===== config.mk =====
export PLATFORM = sky130hd
export DESIGN_NAME = rfc_top
export DESIGN_NICKNAME = d
export VERILOG_FILES = /design/src/core/rfc_pkg.sv /design/src/core/rfc_tick_if.sv /design/src/core/rfc_bit_timer.sv /design/src/core/rfc_timeout.sv /design/src/core/rfc_top.sv
export SDC_FILE = /design/constraint.sdc
export NUM_CORES = 1
export LEC_CHECK = 0
export BUFFER_PORTS_ARGS = -buffer_cell sky130_fd_sc_hd__buf_2
export CORE_UTILIZATION = 55
export DETAILED_ROUTE_END_ITERATION = 8
export PLACE_DENSITY = 0.74
export SKIP_LAST_GASP = 1
export SLEW_MARGIN = 10
export SYNTH_ARGS = -nofsm -noshare
export SYNTH_HDL_FRONTEND = slang
export SYNTH_HIERARCHICAL = 1
export SYNTH_SLANG_ARGS = --single-unit

===== constraint.sdc =====
create_clock -name pclk -period 7.65 [get_ports pclk]
set_clock_uncertainty 0.05 [all_clocks]
set_input_delay 0.3825 -clock pclk [delete_from_list [all_inputs] [get_ports pclk]]
set_output_delay 0.3825 -clock pclk [all_outputs]
set_load 0.005 [all_outputs]

===== src/core/rfc_pkg.sv =====
/*
  rfc_pkg: constants, register offsets, field positions and mode encodings
  for the receive-path frequency correction, temperature and timeout block.
  assumes a 20 MHz pclk and a 32-bit APB register bus.
*/
package rfc_pkg;

  // register byte offsets
  localparam logic [7:0] ADDR_MODE       = 8'h00;  // operating_mode_reg
  localparam logic [7:0] ADDR_CORR_CTRL  = 8'h04;  // correction_control_reg
  localparam logic [7:0] ADDR_CORR_MODE  = 8'h08;  // correction_mode_reg
  localparam logic [7:0] ADDR_CORR_BW    = 8'h0C;  // correction_bandwidth_reg
  localparam logic [7:0] ADDR_LOW_OFS    = 8'h10;  // low_index_offset_reg
  localparam logic [7:0] ADDR_FERR       = 8'h14;  // freq_error_reg
  localparam logic [7:0] ADDR_CARRIER    = 8'h18;  // carrier frequency word
  localparam logic [7:0] ADDR_TEMP       = 8'h1C;  // temperature control/result
  localparam logic [7:0] ADDR_TIMEOUT    = 8'h20;  // timeout values
  localparam logic [7:0] ADDR_BITRATE    = 8'h24;  // bit period in pclk cycles
  localparam logic [7:0] ADDR_STATUS     = 8'h28;  // status flags
  localparam logic [7:0] ADDR_RX_BW      = 8'h2C;  // normal receive bandwidth

  // operating_mode_reg fields
  localparam int MODE_LSB          = 2;
  localparam int LISTEN_BIT        = 6;
  localparam int SEQ_DIS_BIT       = 7;
  // correction_control_reg fields
  localparam int CORR_START_BIT    = 0;
  localparam int CORR_CLEAR_BIT    = 1;
  localparam int AUTO_CORR_BIT     = 2;
  localparam int AUTO_CLEAR_BIT    = 3;
  localparam int FERR_START_BIT    = 5;
  localparam int CORR_DONE_BIT     = 4;
  localparam int FERR_DONE_BIT     = 6;
  // correction_mode_reg field
  localparam int LOW_INDEX_BIT     = 5;
  // temperature register fields
  localparam int TEMP_START_BIT    = 3;
  localparam int TEMP_RUN_BIT      = 2;
  localparam int TEMP_RES_LSB      = 8;
  // status fields
  localparam int ST_TIMEOUT_BIT    = 0;
  localparam int ST_THRESH_BIT     = 1;

  // reset values
  localparam logic [7:0]  MODE_RST     = 8'h04;
  localparam logic [7:0]  CORR_CTRL_RST= 8'h00;
  localparam logic [7:0]  CORR_BW_RST  = 8'h8B;
  localparam logic [7:0]  RX_BW_RST    = 8'h55;
  localparam logic [23:0] CARRIER_RST  = 24'hE4C000;
  localparam logic [15:0] BITRATE_RST  = 16'h0208;

  typedef enum logic [2:0] {
    MODE_SLEEP = 3'h0,
    MODE_STBY  = 3'h1,
    MODE_FS    = 3'h2,
    MODE_TX    = 3'h3,
    MODE_RX    = 3'h4
  } rfc_mode_e;

  // block enables: listen, rx, tx, synth, xo/regulator
  localparam int EN_W = 5;
  localparam logic [EN_W-1:0] EN_NONE  = 5'h00;
  localparam logic [EN_W-1:0] EN_STBY  = 5'h01;
  localparam logic [EN_W-1:0] EN_FS    = 5'h03;
  localparam logic [EN_W-1:0] EN_TX    = 5'h07;
  localparam logic [EN_W-1:0] EN_RX    = 5'h0B;
  localparam logic [EN_W-1:0] EN_LISTEN= 5'h11;

  // timing
  localparam int  CLK_HZ         = 20_000_000;
  localparam int  FERR_BITS      = 4;
  localparam int  TIMEOUT_STEP   = 8;
  localparam int  LOW_STEP_HZ    = 488;
  localparam int  TEMP_MAX_US    = 100;
  localparam int  TEMP_MEAS_CYC  = (TEMP_MAX_US * (CLK_HZ / 1_000_000)) / 2;
  localparam int  SEQ_STEP_CYC   = 16;

endpackage : rfc_pkg


===== src/core/rfc_tick_if.sv =====
/*
  rfc_tick_if: bit-period tick shared between the top and the timeout timer.
  assumes one clock domain.
*/
interface rfc_tick_if;
  logic       bit_tick;
  logic       rx_enter;
  logic       thresh;
  logic [7:0] rx_start_timeout;
  logic [7:0] threshold_timeout;
  logic       timeout_evt;
  modport src (output bit_tick, rx_enter, thresh, rx_start_timeout, threshold_timeout,
               input timeout_evt);
  modport dst (input bit_tick, rx_enter, thresh, rx_start_timeout, threshold_timeout,
               output timeout_evt);
endinterface : rfc_tick_if


===== src/core/rfc_bit_timer.sv =====
/*
  rfc_bit_timer: bit-period divider; emits one pulse per bit period.
  assumes a period value in pclk cycles, nonzero; zero is treated as one.
*/
module rfc_bit_timer
  import rfc_pkg::*;
(
  // clock and reset
  input  wire logic        pclk,
  input  wire logic        presetn,
  // control
  input  wire logic        restart,
  input  wire logic [15:0] period,
  // tick
  output logic             tick
);
  logic [15:0] cnt_r;
  wire         wrap = (cnt_r + 16'h0001 >= period);

  always_ff @(posedge pclk or negedge presetn) begin
    if (!presetn) begin
      cnt_r <= 16'h0000;
      tick  <= 1'b0;
    end else begin
      cnt_r <= (restart || wrap) ? 16'h0000 : cnt_r + 16'h0001;
      tick  <= !restart && wrap;
    end
  end
endmodule : rfc_bit_timer


===== src/core/rfc_timeout.sv =====
/*
  rfc_timeout: the two receive timeouts on one shared counter, counted in bit periods.
  assumes rx_enter pulses once on each entry into receive mode.
*/
module rfc_timeout
  import rfc_pkg::*;
(
  // clock and reset
  input  wire logic pclk,
  input  wire logic presetn,
  // link to top
  rfc_tick_if.dst   t
);
  logic [11:0] cnt_r;
  logic        seen_r;
  logic        armed_r;
  wire  [11:0] lim_start  = {1'b0, t.rx_start_timeout, 3'h0};
  wire  [11:0] lim_thresh = {1'b0, t.threshold_timeout, 3'h0};
  wire  [11:0] lim        = seen_r ? lim_thresh : lim_start;
  wire         hit        = armed_r && t.bit_tick && (lim != 12'h000)
                            && (cnt_r + 12'h001 >= lim);

  always_ff @(posedge pclk or negedge presetn) begin
    if (!presetn) begin
      cnt_r  <= 12'h000;
      seen_r <= 1'b0;
      armed_r <= 1'b0;
      t.timeout_evt <= 1'b0;
    end else begin
      t.timeout_evt <= hit;
      if (t.rx_enter) begin
        cnt_r   <= 12'h000;
        seen_r  <= 1'b0;
        armed_r <= 1'b1;
      end else if (t.thresh && !seen_r) begin
        cnt_r  <= 12'h000;
        seen_r <= 1'b1;
      end else if (hit) begin
        armed_r <= 1'b0;
      end else if (t.bit_tick && armed_r) begin
        cnt_r <= cnt_r + 12'h001;
      end
    end
  end
endmodule : rfc_timeout


===== src/core/rfc_top.sv =====
/*
  rfc_top: mode decoder and wake-up sequencer, frequency error measurement,
  automatic frequency correction, temperature measurement and rx timeout,
  all behind an APB slave.
  assumes the demodulator supplies a signed per-bit phase error sample and
  the signal threshold flag on pclk; temperature sample arrives as a level.
*/
module rfc_top
  import rfc_pkg::*;
(
  // apb
  input  wire logic        pclk,
  input  wire logic        presetn,
  input  wire logic        psel,
  input  wire logic        penable,
  input  wire logic        pwrite,
  input  wire logic [7:0]  paddr,
  input  wire logic [31:0] pwdata,
  output logic [31:0]      prdata,
  output logic             pready,
  output logic             pslverr,
  // demodulator side
  input  wire logic [15:0] error_sample,
  input  wire logic        signal_threshold_flag,
  input  wire logic [7:0]  temp_sensor,
  // analog controls
  output logic [EN_W-1:0]  block_enable,
  output logic [23:0]      carrier_freq,
  output logic [7:0]       channel_bw,
  output logic             rx_timeout
);

  typedef enum logic [3:0] {
    C_IDLE = 4'b0001,
    C_MEAS = 4'b0010,
    C_APPLY = 4'b0100,
    C_DONE = 4'b1000
  } rfc_corr_e;

  // register state
  logic [7:0]  mode_r, corr_ctrl_r, corr_mode_r, corr_bw_r, rx_bw_r, low_ofs_r;
  logic [7:0]  to_start_r, to_thresh_r, temp_res_r;
  logic [15:0] ferr_r, bitrate_r, corr_val_r;
  logic [23:0] carrier_r;
  logic        temp_run_r, ferr_done_r, corr_done_r, timeout_st_r;
  logic [11:0] temp_cnt_r;
  logic [2:0]  cur_mode_r;
  logic [4:0]  seq_cnt_r;
  rfc_corr_e   cstate_r;
  logic        corr_phase_r, meas_only_r;
  logic [2:0]  bits_r;
  logic [19:0] acc_r;
  logic        rx_prev_r;

  // apb decode
  wire       wr_en  = psel && penable && pwrite;
  wire       rd_acc = psel && !penable && !pwrite;
  wire       mapped = (paddr[1:0] == 2'b00) && (paddr <= ADDR_RX_BW);
  wire       wr_mode = wr_en && paddr == ADDR_MODE;
  wire       wr_cc   = wr_en && paddr == ADDR_CORR_CTRL;
  wire       wr_temp = wr_en && paddr == ADDR_TEMP;

  // mode decode
  wire [2:0] req_mode   = mode_r[MODE_LSB+2:MODE_LSB];
  wire       listen     = mode_r[LISTEN_BIT];
  wire       seq_dis    = mode_r[SEQ_DIS_BIT];
  wire       in_rx      = !listen && cur_mode_r == MODE_RX;
  wire       rx_rise    = in_rx && !rx_prev_r;
  wire [2:0] seq_next   = (cur_mode_r < req_mode) ?
                          ((cur_mode_r == MODE_FS) ? req_mode : cur_mode_r + 3'h1) :
                          req_mode;
  logic [EN_W-1:0] en_dec;
  always_comb begin
    case (cur_mode_r)
      MODE_SLEEP: en_dec = EN_NONE;
      MODE_STBY:  en_dec = EN_STBY;
      MODE_FS:    en_dec = EN_FS;
      MODE_TX:    en_dec = EN_TX;
      MODE_RX:    en_dec = EN_RX;
      default:    en_dec = EN_NONE;
    endcase
  end
  wire [EN_W-1:0] en_final = listen ? EN_LISTEN : en_dec;

  // correction triggers
  wire auto_on   = corr_ctrl_r[AUTO_CORR_BIT];
  wire auto_clr  = corr_ctrl_r[AUTO_CLEAR_BIT];
  wire sw_start  = wr_cc && pwdata[CORR_START_BIT] && !auto_on;
  wire ferr_go   = wr_cc && pwdata[FERR_START_BIT];
  wire auto_go   = auto_on && rx_rise;
  wire launch    = cstate_r == C_IDLE && (sw_start || auto_go || ferr_go);

  // bit ticks, shared with the timeout counter
  logic bit_tick;
  rfc_tick_if tk ();
  rfc_bit_timer u_bt (
    .pclk    (pclk),
    .presetn (presetn),
    .restart (rx_rise),
    .period  (bitrate_r),
    .tick    (bit_tick)
  );
  assign tk.bit_tick          = bit_tick;
  assign tk.rx_enter          = rx_rise;
  assign tk.thresh            = signal_threshold_flag;
  assign tk.rx_start_timeout  = to_start_r;
  assign tk.threshold_timeout = to_thresh_r;
  rfc_timeout u_to (
    .pclk    (pclk),
    .presetn (presetn),
    .t       (tk)
  );

  // averaged error over four bit periods; divide by four keeps the sign
  wire [19:0] acc_nxt  = acc_r + {{4{error_sample[15]}}, error_sample};
  wire [15:0] ferr_nxt = acc_nxt[17:2];
  // offset in synthesizer steps: offset * 488 Hz / ~61 Hz step = offset * 8
  wire [15:0] low_hz_steps = {5'h00, low_ofs_r, 3'h0};
  wire        low_on   = corr_mode_r[LOW_INDEX_BIT];
  wire [15:0] corr_nxt = low_on ? ferr_r + low_hz_steps : ferr_r;
  wire [23:0] base_car = (auto_on && auto_clr) ? carrier_r + {{8{corr_val_r[15]}}, corr_val_r}
                                               : carrier_r;

  // temperature trigger only from standby or synthesizer
  wire temp_ok   = !listen && (cur_mode_r == MODE_STBY || cur_mode_r == MODE_FS);
  wire temp_go   = wr_temp && pwdata[TEMP_START_BIT] && temp_ok && !temp_run_r;
  wire temp_end  = temp_run_r && temp_cnt_r == 12'(TEMP_MEAS_CYC - 1);

  logic [31:0] rd_mux;
  always_comb begin
    case (paddr)
      ADDR_MODE:      rd_mux = {24'h0, mode_r};
      ADDR_CORR_CTRL: rd_mux = {25'h0, ferr_done_r, 1'b0, corr_done_r, corr_ctrl_r[3:2], 2'b00};
      ADDR_CORR_MODE: rd_mux = {24'h0, corr_mode_r};
      ADDR_CORR_BW:   rd_mux = {24'h0, corr_bw_r};
      ADDR_LOW_OFS:   rd_mux = {24'h0, low_ofs_r};
      ADDR_FERR:      rd_mux = {corr_val_r, ferr_r};
      ADDR_CARRIER:   rd_mux = {8'h0, carrier_r};
      ADDR_TEMP:      rd_mux = {16'h0, temp_res_r, 5'h0, temp_run_r, 2'b00};
      ADDR_TIMEOUT:   rd_mux = {16'h0, to_thresh_r, to_start_r};
      ADDR_BITRATE:   rd_mux = {16'h0, bitrate_r};
      ADDR_STATUS:    rd_mux = {29'h0, cur_mode_r == req_mode, signal_threshold_flag,
                                timeout_st_r};
      ADDR_RX_BW:     rd_mux = {24'h0, rx_bw_r};
      default:        rd_mux = 32'h0;
    endcase
  end

  // apb slave: one wait-free access phase, read data registered at setup
  always_ff @(posedge pclk or negedge presetn) begin
    if (!presetn) begin
      prdata  <= 32'h0;
      pready  <= 1'b0;
      pslverr <= 1'b0;
    end else begin
      pready  <= psel && !penable;
      pslverr <= psel && !penable && !mapped;
      if (rd_acc) prdata <= mapped ? rd_mux : 32'h0;
    end
  end

  // configuration registers
  always_ff @(posedge pclk or negedge presetn) begin
    if (!presetn) begin
      mode_r      <= MODE_RST;
      corr_ctrl_r <= CORR_CTRL_RST;
      corr_mode_r <= 8'h00;
      corr_bw_r   <= CORR_BW_RST;
      rx_bw_r     <= RX_BW_RST;
      low_ofs_r   <= 8'h00;
      to_start_r  <= 8'h00;
      to_thresh_r <= 8'h00;
      bitrate_r   <= BITRATE_RST;
    end else if (wr_en && mapped) begin
      case (paddr)
        ADDR_MODE:      mode_r      <= pwdata[7:0];
        ADDR_CORR_CTRL: corr_ctrl_r <= {4'h0, pwdata[3:2], 2'b00};
        ADDR_CORR_MODE: corr_mode_r <= pwdata[7:0];
        ADDR_CORR_BW:   corr_bw_r   <= pwdata[7:0];
        ADDR_LOW_OFS:   low_ofs_r   <= pwdata[7:0];
        ADDR_TIMEOUT: begin
          to_start_r  <= pwdata[7:0];
          to_thresh_r <= pwdata[15:8];
        end
        ADDR_BITRATE:   bitrate_r   <= pwdata[15:0];
        ADDR_RX_BW:     rx_bw_r     <= pwdata[7:0];
        default: ;
      endcase
    end
  end

  // mode sequencer
  always_ff @(posedge pclk or negedge presetn) begin
    if (!presetn) begin
      cur_mode_r <= MODE_STBY;
      seq_cnt_r  <= 5'h00;
      rx_prev_r  <= 1'b0;
    end else begin
      rx_prev_r <= in_rx;
      if (seq_dis) begin
        cur_mode_r <= req_mode;
        seq_cnt_r  <= 5'h00;
      end else if (cur_mode_r != req_mode) begin
        seq_cnt_r <= seq_cnt_r + 5'h01;
        if (seq_cnt_r == 5'(SEQ_STEP_CYC - 1)) begin
          cur_mode_r <= seq_next;
          seq_cnt_r  <= 5'h00;
        end
      end
    end
  end

  // correction engine
  always_ff @(posedge pclk or negedge presetn) begin
    if (!presetn) begin
      cstate_r     <= C_IDLE;
      corr_phase_r <= 1'b0;
      meas_only_r  <= 1'b0;
      bits_r       <= 3'h0;
      acc_r        <= 20'h0;
      ferr_r       <= 16'h0;
      corr_val_r   <= 16'h0;
      carrier_r    <= CARRIER_RST;
      ferr_done_r  <= 1'b0;
      corr_done_r  <= 1'b0;
    end else begin
      if (wr_en && paddr == ADDR_CARRIER) carrier_r <= pwdata[23:0];
      case (cstate_r)
        C_IDLE: begin
          if (launch) begin
            cstate_r     <= C_MEAS;
            corr_phase_r <= !(ferr_go && !sw_start && !auto_go);
            meas_only_r  <= ferr_go && !sw_start && !auto_go;
            bits_r       <= 3'h0;
            acc_r        <= 20'h0;
            if (auto_go && auto_clr) begin
              carrier_r  <= base_car;
              corr_val_r <= 16'h0;
            end
          end
        end
        C_MEAS: begin
          if (bit_tick) begin
            acc_r  <= acc_nxt;
            bits_r <= bits_r + 3'h1;
            if (bits_r == 3'(FERR_BITS - 1)) begin
              ferr_r   <= ferr_nxt;
              cstate_r <= meas_only_r ? C_DONE : C_APPLY;
            end
          end
        end
        C_APPLY: begin
          corr_val_r <= corr_nxt;
          carrier_r  <= carrier_r - {{8{corr_nxt[15]}}, corr_nxt};
          cstate_r   <= C_DONE;
        end
        C_DONE: begin
          corr_phase_r <= 1'b0;
          cstate_r     <= C_IDLE;
        end
        default: cstate_r <= C_IDLE;
      endcase
      // set in C_DONE wins over the clear on launch
      if (cstate_r == C_DONE) begin
        ferr_done_r <= 1'b1;
        corr_done_r <= !meas_only_r || corr_done_r;
      end else if (launch) begin
        ferr_done_r <= 1'b0;
        corr_done_r <= (ferr_go && !sw_start && !auto_go) ? corr_done_r : 1'b0;
      end
    end
  end

  // temperature measurement and timeout status
  always_ff @(posedge pclk or negedge presetn) begin
    if (!presetn) begin
      temp_run_r   <= 1'b0;
      temp_cnt_r   <= 12'h000;
      temp_res_r   <= 8'h00;
      timeout_st_r <= 1'b0;
    end else begin
      if (temp_go) begin
        temp_run_r <= 1'b1;
        temp_cnt_r <= 12'h000;
      end else if (temp_end) begin
        temp_run_r <= 1'b0;
        temp_res_r <= ~temp_sensor;
      end else if (temp_run_r) begin
        temp_cnt_r <= temp_cnt_r + 12'h001;
      end
      if (tk.timeout_evt) timeout_st_r <= 1'b1;
      else if (wr_en && paddr == ADDR_STATUS && pwdata[ST_TIMEOUT_BIT]) timeout_st_r <= 1'b0;
    end
  end

  // outputs straight from flops
  always_ff @(posedge pclk or negedge presetn) begin
    if (!presetn) begin
      block_enable <= EN_NONE;
      carrier_freq <= CARRIER_RST;
      channel_bw   <= RX_BW_RST;
      rx_timeout   <= 1'b0;
    end else begin
      block_enable <= en_final;
      carrier_freq <= carrier_r;
      channel_bw   <= corr_phase_r ? corr_bw_r : rx_bw_r;
      rx_timeout   <= tk.timeout_evt;
    end
  end
endmodule : rfc_top


==> results.md, run 1 <==
- Status: complete, no violations
- Max-cap violation count: 0
- Fin worst setup slack: 3.04 ns
- Largest cells by area after synthesis: dfrtp_1, ha_1, mux2_2
- Vias per inst: 6.27
- Die area: 31600 um2
- Placed cell areas: 18000 um2
- Pint: 0.00292 W
- Combinational share of power: 0.155
- CP Class: reg -> reg
- Post-synth top cells: dfrtp_1, nand2_1, o21ai_0
- Final Hold Vio Count: 0
- Worst Path Max Fanout: 6
- Max IR drop VDD: 209 uV
- Die W: 178 um
- Largest family of logic cells by synthesized area: compound AO/OA/AOI/OAI gates
- Synth warnings: 6
- Routability congestion estimate: 0.991
- Largest net degree at the start of global routing: 85
- Post-DR wirelength/cell: 21.4 um
- CP arrival: 4.94 ns
- Period utilization: 0.602
- Drt total wl: 48100 um
- Hold Path Class: in -> reg
- DR vias: 14100
- Pwr/cell area: 212 nW/um2
- H-tree depth: 2
- Synth Area in Compound Gates: 0.171
- Syn Area/Cell: 9.93 um2
- Worst-path clk slew: 0.06 ns
- CTS Buf Count: 34
- Top FF cell, synth: dfrtp_1
- First-pass GRT wire length: 75800 um
- Num Clock Sinks: 293
- Worst EP required: 7.99 ns
- Post-synthesis adder-cell area fraction: 0.0792
- Total track usage: 0.312
- Fin util: 0.638
- Min Tclk post-route: 4.61 ns
- CTS root buffer: clkbuf_16
- CTS Buffer Depth: 3
- Simple-Gate Fraction of Synth Area: 0.165
- CTS tree: done
- Remaining global-route overflow: 0
- Initial Util: 0.565
- Number of flops mapped to enable cells by yosys: 0
- RSZ-0062 raised after global routing: no
- Setup Total Neg Slack: 0 ns
- Drt initial violations: 1225
- Synth area leader: dfrtp_1
- Layout Nets: 2006
- Rows: 63
- Leakage power: 8.83 nW
- I/O Buffers: 133
- Cell area after layout: 19200 um2
- Startpoint types: flip-flop
- Seq/Total Area, Yosys: 0.434
- Setup violations, final: 0
- Cells after Synth: 1709
- Fraction of registers with async set or reset after synthesis: 1.00
- Share of cells above drive strength 1: 0.193
- First-pass DRT Iterations: 6
- Number of remaining DRC errors: 0
- Most frequent cell after synthesis: dfrtp_1
- Yosys reg bits: 293
- Latest clock arrival within the worst-skew pair: 0.51 ns
- Sw frac: 0.279
- Placed Cells incl. Taps: 2183
- Slew HR: 0.160
- Netlist cell types: 91
- Seq pwr share: 0.435
- Hpwl dp: 35300 um
- Ports: 142
- Area of the mapped netlist: 17000 um2
- Worst slew pin tran: 1.26 ns
- Post-cts sizing count: 0
- Initial antenna violation count: 1
- Crit end category: flip-flop
- Fmax: 217 MHz
- Post-synthesis xor/xnor area fraction: 0.0449
- Synthesis-to-layout area growth: 12.9%
- Final Slew Violations: 0
- Multiplexer area fraction after synthesis: 0.0775
- Proportion of power drawn by the clock network: 0.410
- CP peak stage delay: 0.45 ns
- Core Region: 30000 um2
- Final std cells w/o fill: 2246
- Die Ht: 178 um
- Diodes inserted: 0
- Crit-path cells: ha_1 > a21o_1 > a21oi_1 > o21bai_1 > a21oi_1 > o21bai_1 > a21o_1 > a221oi_1 > ha_1 > and2b_1 > or3_4 > a221oi_4 > mux2i_1 > xnor2_1 > a221o_1
- Antenna-violating nets left: 0
- Post-synth net total: 1884
- Pre-CTS setup slack: 3.12 ns
- Worst path slowest cell: dfrtp_1
- Sw power: 0.00113 W
- Post-synth top area share: 0.389
- Number of global-route vias before repair: 13800
==> state kept, by name, summed over array words and instances (netlist names), 16 cells and up <==
name,flops
bitrate_r,16
ferr_r,16
acc_r,18
corr_val_r,16
u_bt/cnt_r,16
carrier_r,24
prdata,32
carrier_freq,24
==> power groups by stage <==
stage | clock [W] | combinational [W] | sequential (W)
floorplan | 0 | 0.000491 | 0.00175
global placement | 0 | 0.000602 | 0.00178
detailed placement | 0 | 0.000626 | 0.00179
CTS | 0.00168 | 0.000632 | 0.00176
global route | 0.00175 | 0.000712 | 0.00178
finish | 0.00166 | 0.000630 | 0.00176
==> cell usage in the layout, fill, tap and decap left out, drive strengths merged, types with 29 or more instances in the layout <==
master	instances
a21o	30
a21oi	76
a22oi	36
buf	151
clkbuf	48
dfrtp	264
dfstp	29
ha	101
inv	49
mux2	83
mux2i	38
nand2	191
nand3	79
nor2	107
nor3	40
o21ai	119
xnor2	56
xor2	31
==> stage by stage <==
stage / power (W) / hold WS, ns
finish: 0.00406 / 0.0135
global route: 0.00424 / 0.0146
CTS: 0.00408 / 0.00381
detailed placement: 0.00241 / 0.321
global placement: 0.00239 / 0.318
floorplan: 0.00224 / 0.0369
==> worst max-delay path: cells and delay by family, from the launching register on <==
family | cells | cell delay [ns]
AOI/OAI and AO/OA | 9 | 2.32
adders and majority gates | 2 | 0.69
and+or+nand+nor | 2 | 0.61
DFF | 1 | 0.45
muxes | 1 | 0.27
xor gates and xnor gates | 1 | 0.10
==> cells by family (layout without fill, tap and decap cells) <==
group,after synthesis,after routing
mux,121,121
simple gates,566,566
fa+ha+maj,105,105
compound gates,422,422
flops,293,293
buf+inv,115,262
xor+xnor,87,87
==> final cells by class <==
| type | count | area, um2 |
|---|---|---|
| inverter | 48 | 180 |
| timing repair buffer | 153 | 831 |
| multi-input combinational | 1301 | 9150 |
| clock buffer | 48 | 995 |
| clock inverter | 13 | 153 |
| tap | 390 | 488 |
| fill | 2444 | 10900 |
| sequential | 293 | 7370 |
==> routing by layer <==
metal	vias up	global-route usage	wire [um]
met1	6894	0.429	21000
met5	-	0	0
met4	0	0.119	1730
met3	109	0.0525	3380
li1	6517	-	-
met2	561	0.493	22000
==> what timing repair did <==
action | CTS | global route
hold buffers | 2 | 0
buffers inserted | 0 | 0
hold endpoints to repair | 58 | 0
==> final timing paths <==
path                                         end           start  cells past startpoint  slack [ns]
worst max-delay path               carrier_r[16]       ferr_r[4]                     15        3.04
worst min-delay path               temp_res_r[7]  temp_sensor[7]                      2        0.01
worst max register to register     carrier_r[16]       ferr_r[4]                     15        3.04
worst min register to register  carrier_freq[23]   carrier_r[23]                      0        0.37
max in group asynchronous          temp_res_r[3]         presetn                      3        5.75
min in group asynchronous         corr_val_r[15]         presetn                      2        0.37
No activity file was read; power rests on OpenSTA's default activity.
==> run 2: changes to the inputs <==
==> constraint.sdc (replaced) <==
create_clock -name pclk -period 4.8 [get_ports pclk]
set_clock_uncertainty 0.05 [all_clocks]
set_input_delay 0.24 -clock pclk [delete_from_list [all_inputs] [get_ports pclk]]
set_output_delay 0.24 -clock pclk [all_outputs]
set_load 0.005 [all_outputs]
==> results.md, run 2 (synthesis results as in run 1) <==
- Leakage power: 8.93 nW (+1.1%)
- Drt total wl: 49000 um (+1.8%)
- M1 WL: 21300 um (+1.3%)
- Slew HR: 0.136 (-0.0238)
- Hold Path Class: in -> reg
- Setup violations, final: 0 (unchanged)
- H-tree depth: 2 (unchanged)
- Number of remaining DRC errors: 0 (unchanged)
- Max IR drop VDD: 261 uV (+25%)
- Num Clock Sinks: 293 (unchanged)
- Total track usage: 0.317 (+0.00507)
- Min Tclk post-route: 4.45 ns (-0.157 ns)
- Buffers and inverters on the worst path: 1 (+1)
- Filler cell count in the final layout: 2450 (+0.25%)
- Reg2reg start: ferr_r[3]
- CP arrival: 4.81 ns (-0.13 ns)
- Antenna-violating nets left: 0 (unchanged)
- CTS tree: done
- Biggest regs: prdata: 32 flops, carrier_freq: 24 flops, carrier_r: 24 flops
- Rows: 63 (unchanged)
- Pwr/cell area: 341 nW/um2 (+61%)
- Ports: 142 (unchanged)
- Min-delay src: pwdata[19]
- Period utilization: 0.927 (+0.325)
- Routability congestion estimate: 0.964 (-2.7%)
- RR Endpoint: carrier_r[16]
- RSZ-0062 raised after global routing: no
- Worst path slowest cell: a221oi_4
- Final Slew Violations: 0 (unchanged)
- Max FFs per register: 32 (unchanged)
- First-pass GRT wire length: 76500 um (+0.87%)
- Critical path startpoint: ferr_r[3]
- CTS Buffer Depth: 3 (unchanged)
- Synthesis-to-layout area growth: 14.4%
- Latest clock arrival within the worst-skew pair: 0.53 ns (+0.02 ns)
- Fmax: 225 MHz (+3.5%)
- I/O Buffers: 133 (unchanged)
- Fin util: 0.647 (+0.00837)
- Top sig layer: met5
- Reg2Reg Depth: 19 (+4)
- Drt initial violations: 1327 (+8.3%)
- Status: complete, no violations
- Reg2reg setup slack: 0.35 ns (-2.69 ns)
- CTS Buf Count: 34 (unchanged)
- Worst Path Max Fanout: 4 (-2)
- WL met3: 3510 um (+3.8%)
- Commonest non-fill, non-tap cell in the layout: dfrtp_1
- Die Ht: 178 um (unchanged)
- Initial antenna violation count: 2 (+1)
- Setup Total Neg Slack: 0 ns (unchanged)
- First-pass DRT Iterations: 5 (-1)
- CTS root buffer: clkbuf_16
- Crit end category: flip-flop
- Crit-path cells: ha_1 > inv_1 > fa_1 > nor2b_1 > o31a_1 > nor2_1 > nor2_1 > nor2_1 > xnor2_1 > mux2i_1 > ha_1 > o21a_1 > nor2_1 > nor2_1 > or3_4 > a221oi_4 > mux2i_1 > xnor2_1 > a221o_1
- Startpoint types: flip-flop
- Remaining global-route overflow: 0 (unchanged)
- Biggest register: prdata
- Most frequent cells in the layout: dfrtp_1, nand2_1, buf_2
- DR vias: 14200 (+0.93%)
- Worst path depth: 19 (+4)
- Max-cap violation count: 0 (unchanged)
- Share of cells above drive strength 1: 0.191 (-0.00206)
- Post-DR wirelength/cell: 21.6 um (+0.93%)
- Met2 routed WL: 22400 um (+1.6%)
- Die area: 31600 um2 (unchanged)
- Vias per inst: 6.27 (about the same)
- Core Region: 30000 um2 (unchanged)
- Worst slew pin tran: 1.29 ns (+0.0356 ns)
- Final Hold Vio Count: 0 (unchanged)
- CP Class: reg -> reg
- Cell mode on critical path: nor2_1
- CP peak stage delay: 0.44 ns (about the same)
- Hpwl dp: 35500 um (+0.72%)
- Diodes inserted: 0 (unchanged)
- Total power: 0.00662 W (+63%)
- Post-CTS Setup Bufs: 0 (unchanged)
- Worst EP required: 5.15 ns (-2.84 ns)
- CP top delay family: compound AO/OA/AOI/OAI gates
- Largest net degree at the start of global routing: 129 (+52%)
- Critical Path End: carrier_r[16]
- Die W: 178 um (unchanged)
- Initial Util: 0.565 (unchanged)
- Layout Nets: 2025 (+0.95%)
- Cell area after layout: 19400 um2 (+1.3%)
- Number of global-route vias before repair: 13600 (-1.6%)
- Worst-path clk slew: 0.06 ns (about the same)
- Placed cell areas: 18000 um2 (about the same)
run 2: worst min-delay path by stage:
| stage | end | slack (ns) | depth (start not counted) |
|---|---|---|---|
| 2_1_floorplan | acc_r[0] | -0.11 | 0 |
| 3_3_place_gp | carrier_freq[23] | 0.36 | 0 |
| 3_5_place_dp | carrier_freq[23] | 0.36 | 0 |
| 4_1_cts | pready | 0.0007 | 3 |
| 5_1_grt | tk.threshold_timeout[7] | 0.02 | 2 |
| 6_report | carrier_r[19] | 0.02 | 3 |
run 2: power breakdown:
group	total [W]	internal [W]	switching (W)
logic	0.00101	0.000432	0.000580
clock network	0.00280	0.00172	0.00108
registers	0.00281	0.00263	0.000184
total	0.00662	0.00478	0.00184
run 2: repair_timing:
item	4_1_cts	5_1_grt
setup endpoints to repair	0	1
resized for setup	0	1
hold buffers	20	0
hold endpoints to repair	137	0
run 2: tightest hold or removal path: cells and delay by family:
kind	cells	cell delay [ns]
AO/OA/AOI/OAI	2	0.23
buffers and inverters	1	0.08
run 2: stage by stage:
step           instances  setup WS (ns)  hold WS (ns)
2_1_floorplan       1709          0.872        -0.106
3_5_place_dp        2184          0.362         0.359
6_report            2266          0.349        0.0166
5_1_grt             2266         0.0304        0.0165
3_3_place_gp        2184          0.446         0.359
4_1_cts             2266          0.310      0.000712
run 2: final cells by class:
class | count | area [um2] | share of cell area
timing repair buffer | 172 | 1030 | 0.0531
sequential | 293 | 7370 | 0.379
inverter | 48 | 180 | 0.00928
tap | 390 | 488 | 0.0251
multi-input combinational | 1301 | 9150 | 0.471
clock inverter | 16 | 254 | 0.0131
clock buffer | 46 | 946 | 0.0487
run 2: metal layers:
layer | track usage | vias up
li1 | - | 6560
met5 | 0 | -
met2 | 0.498 | 587
met3 | 0.0473 | 113
met4 | 0.118 | 2
met1 | 0.443 | 6950
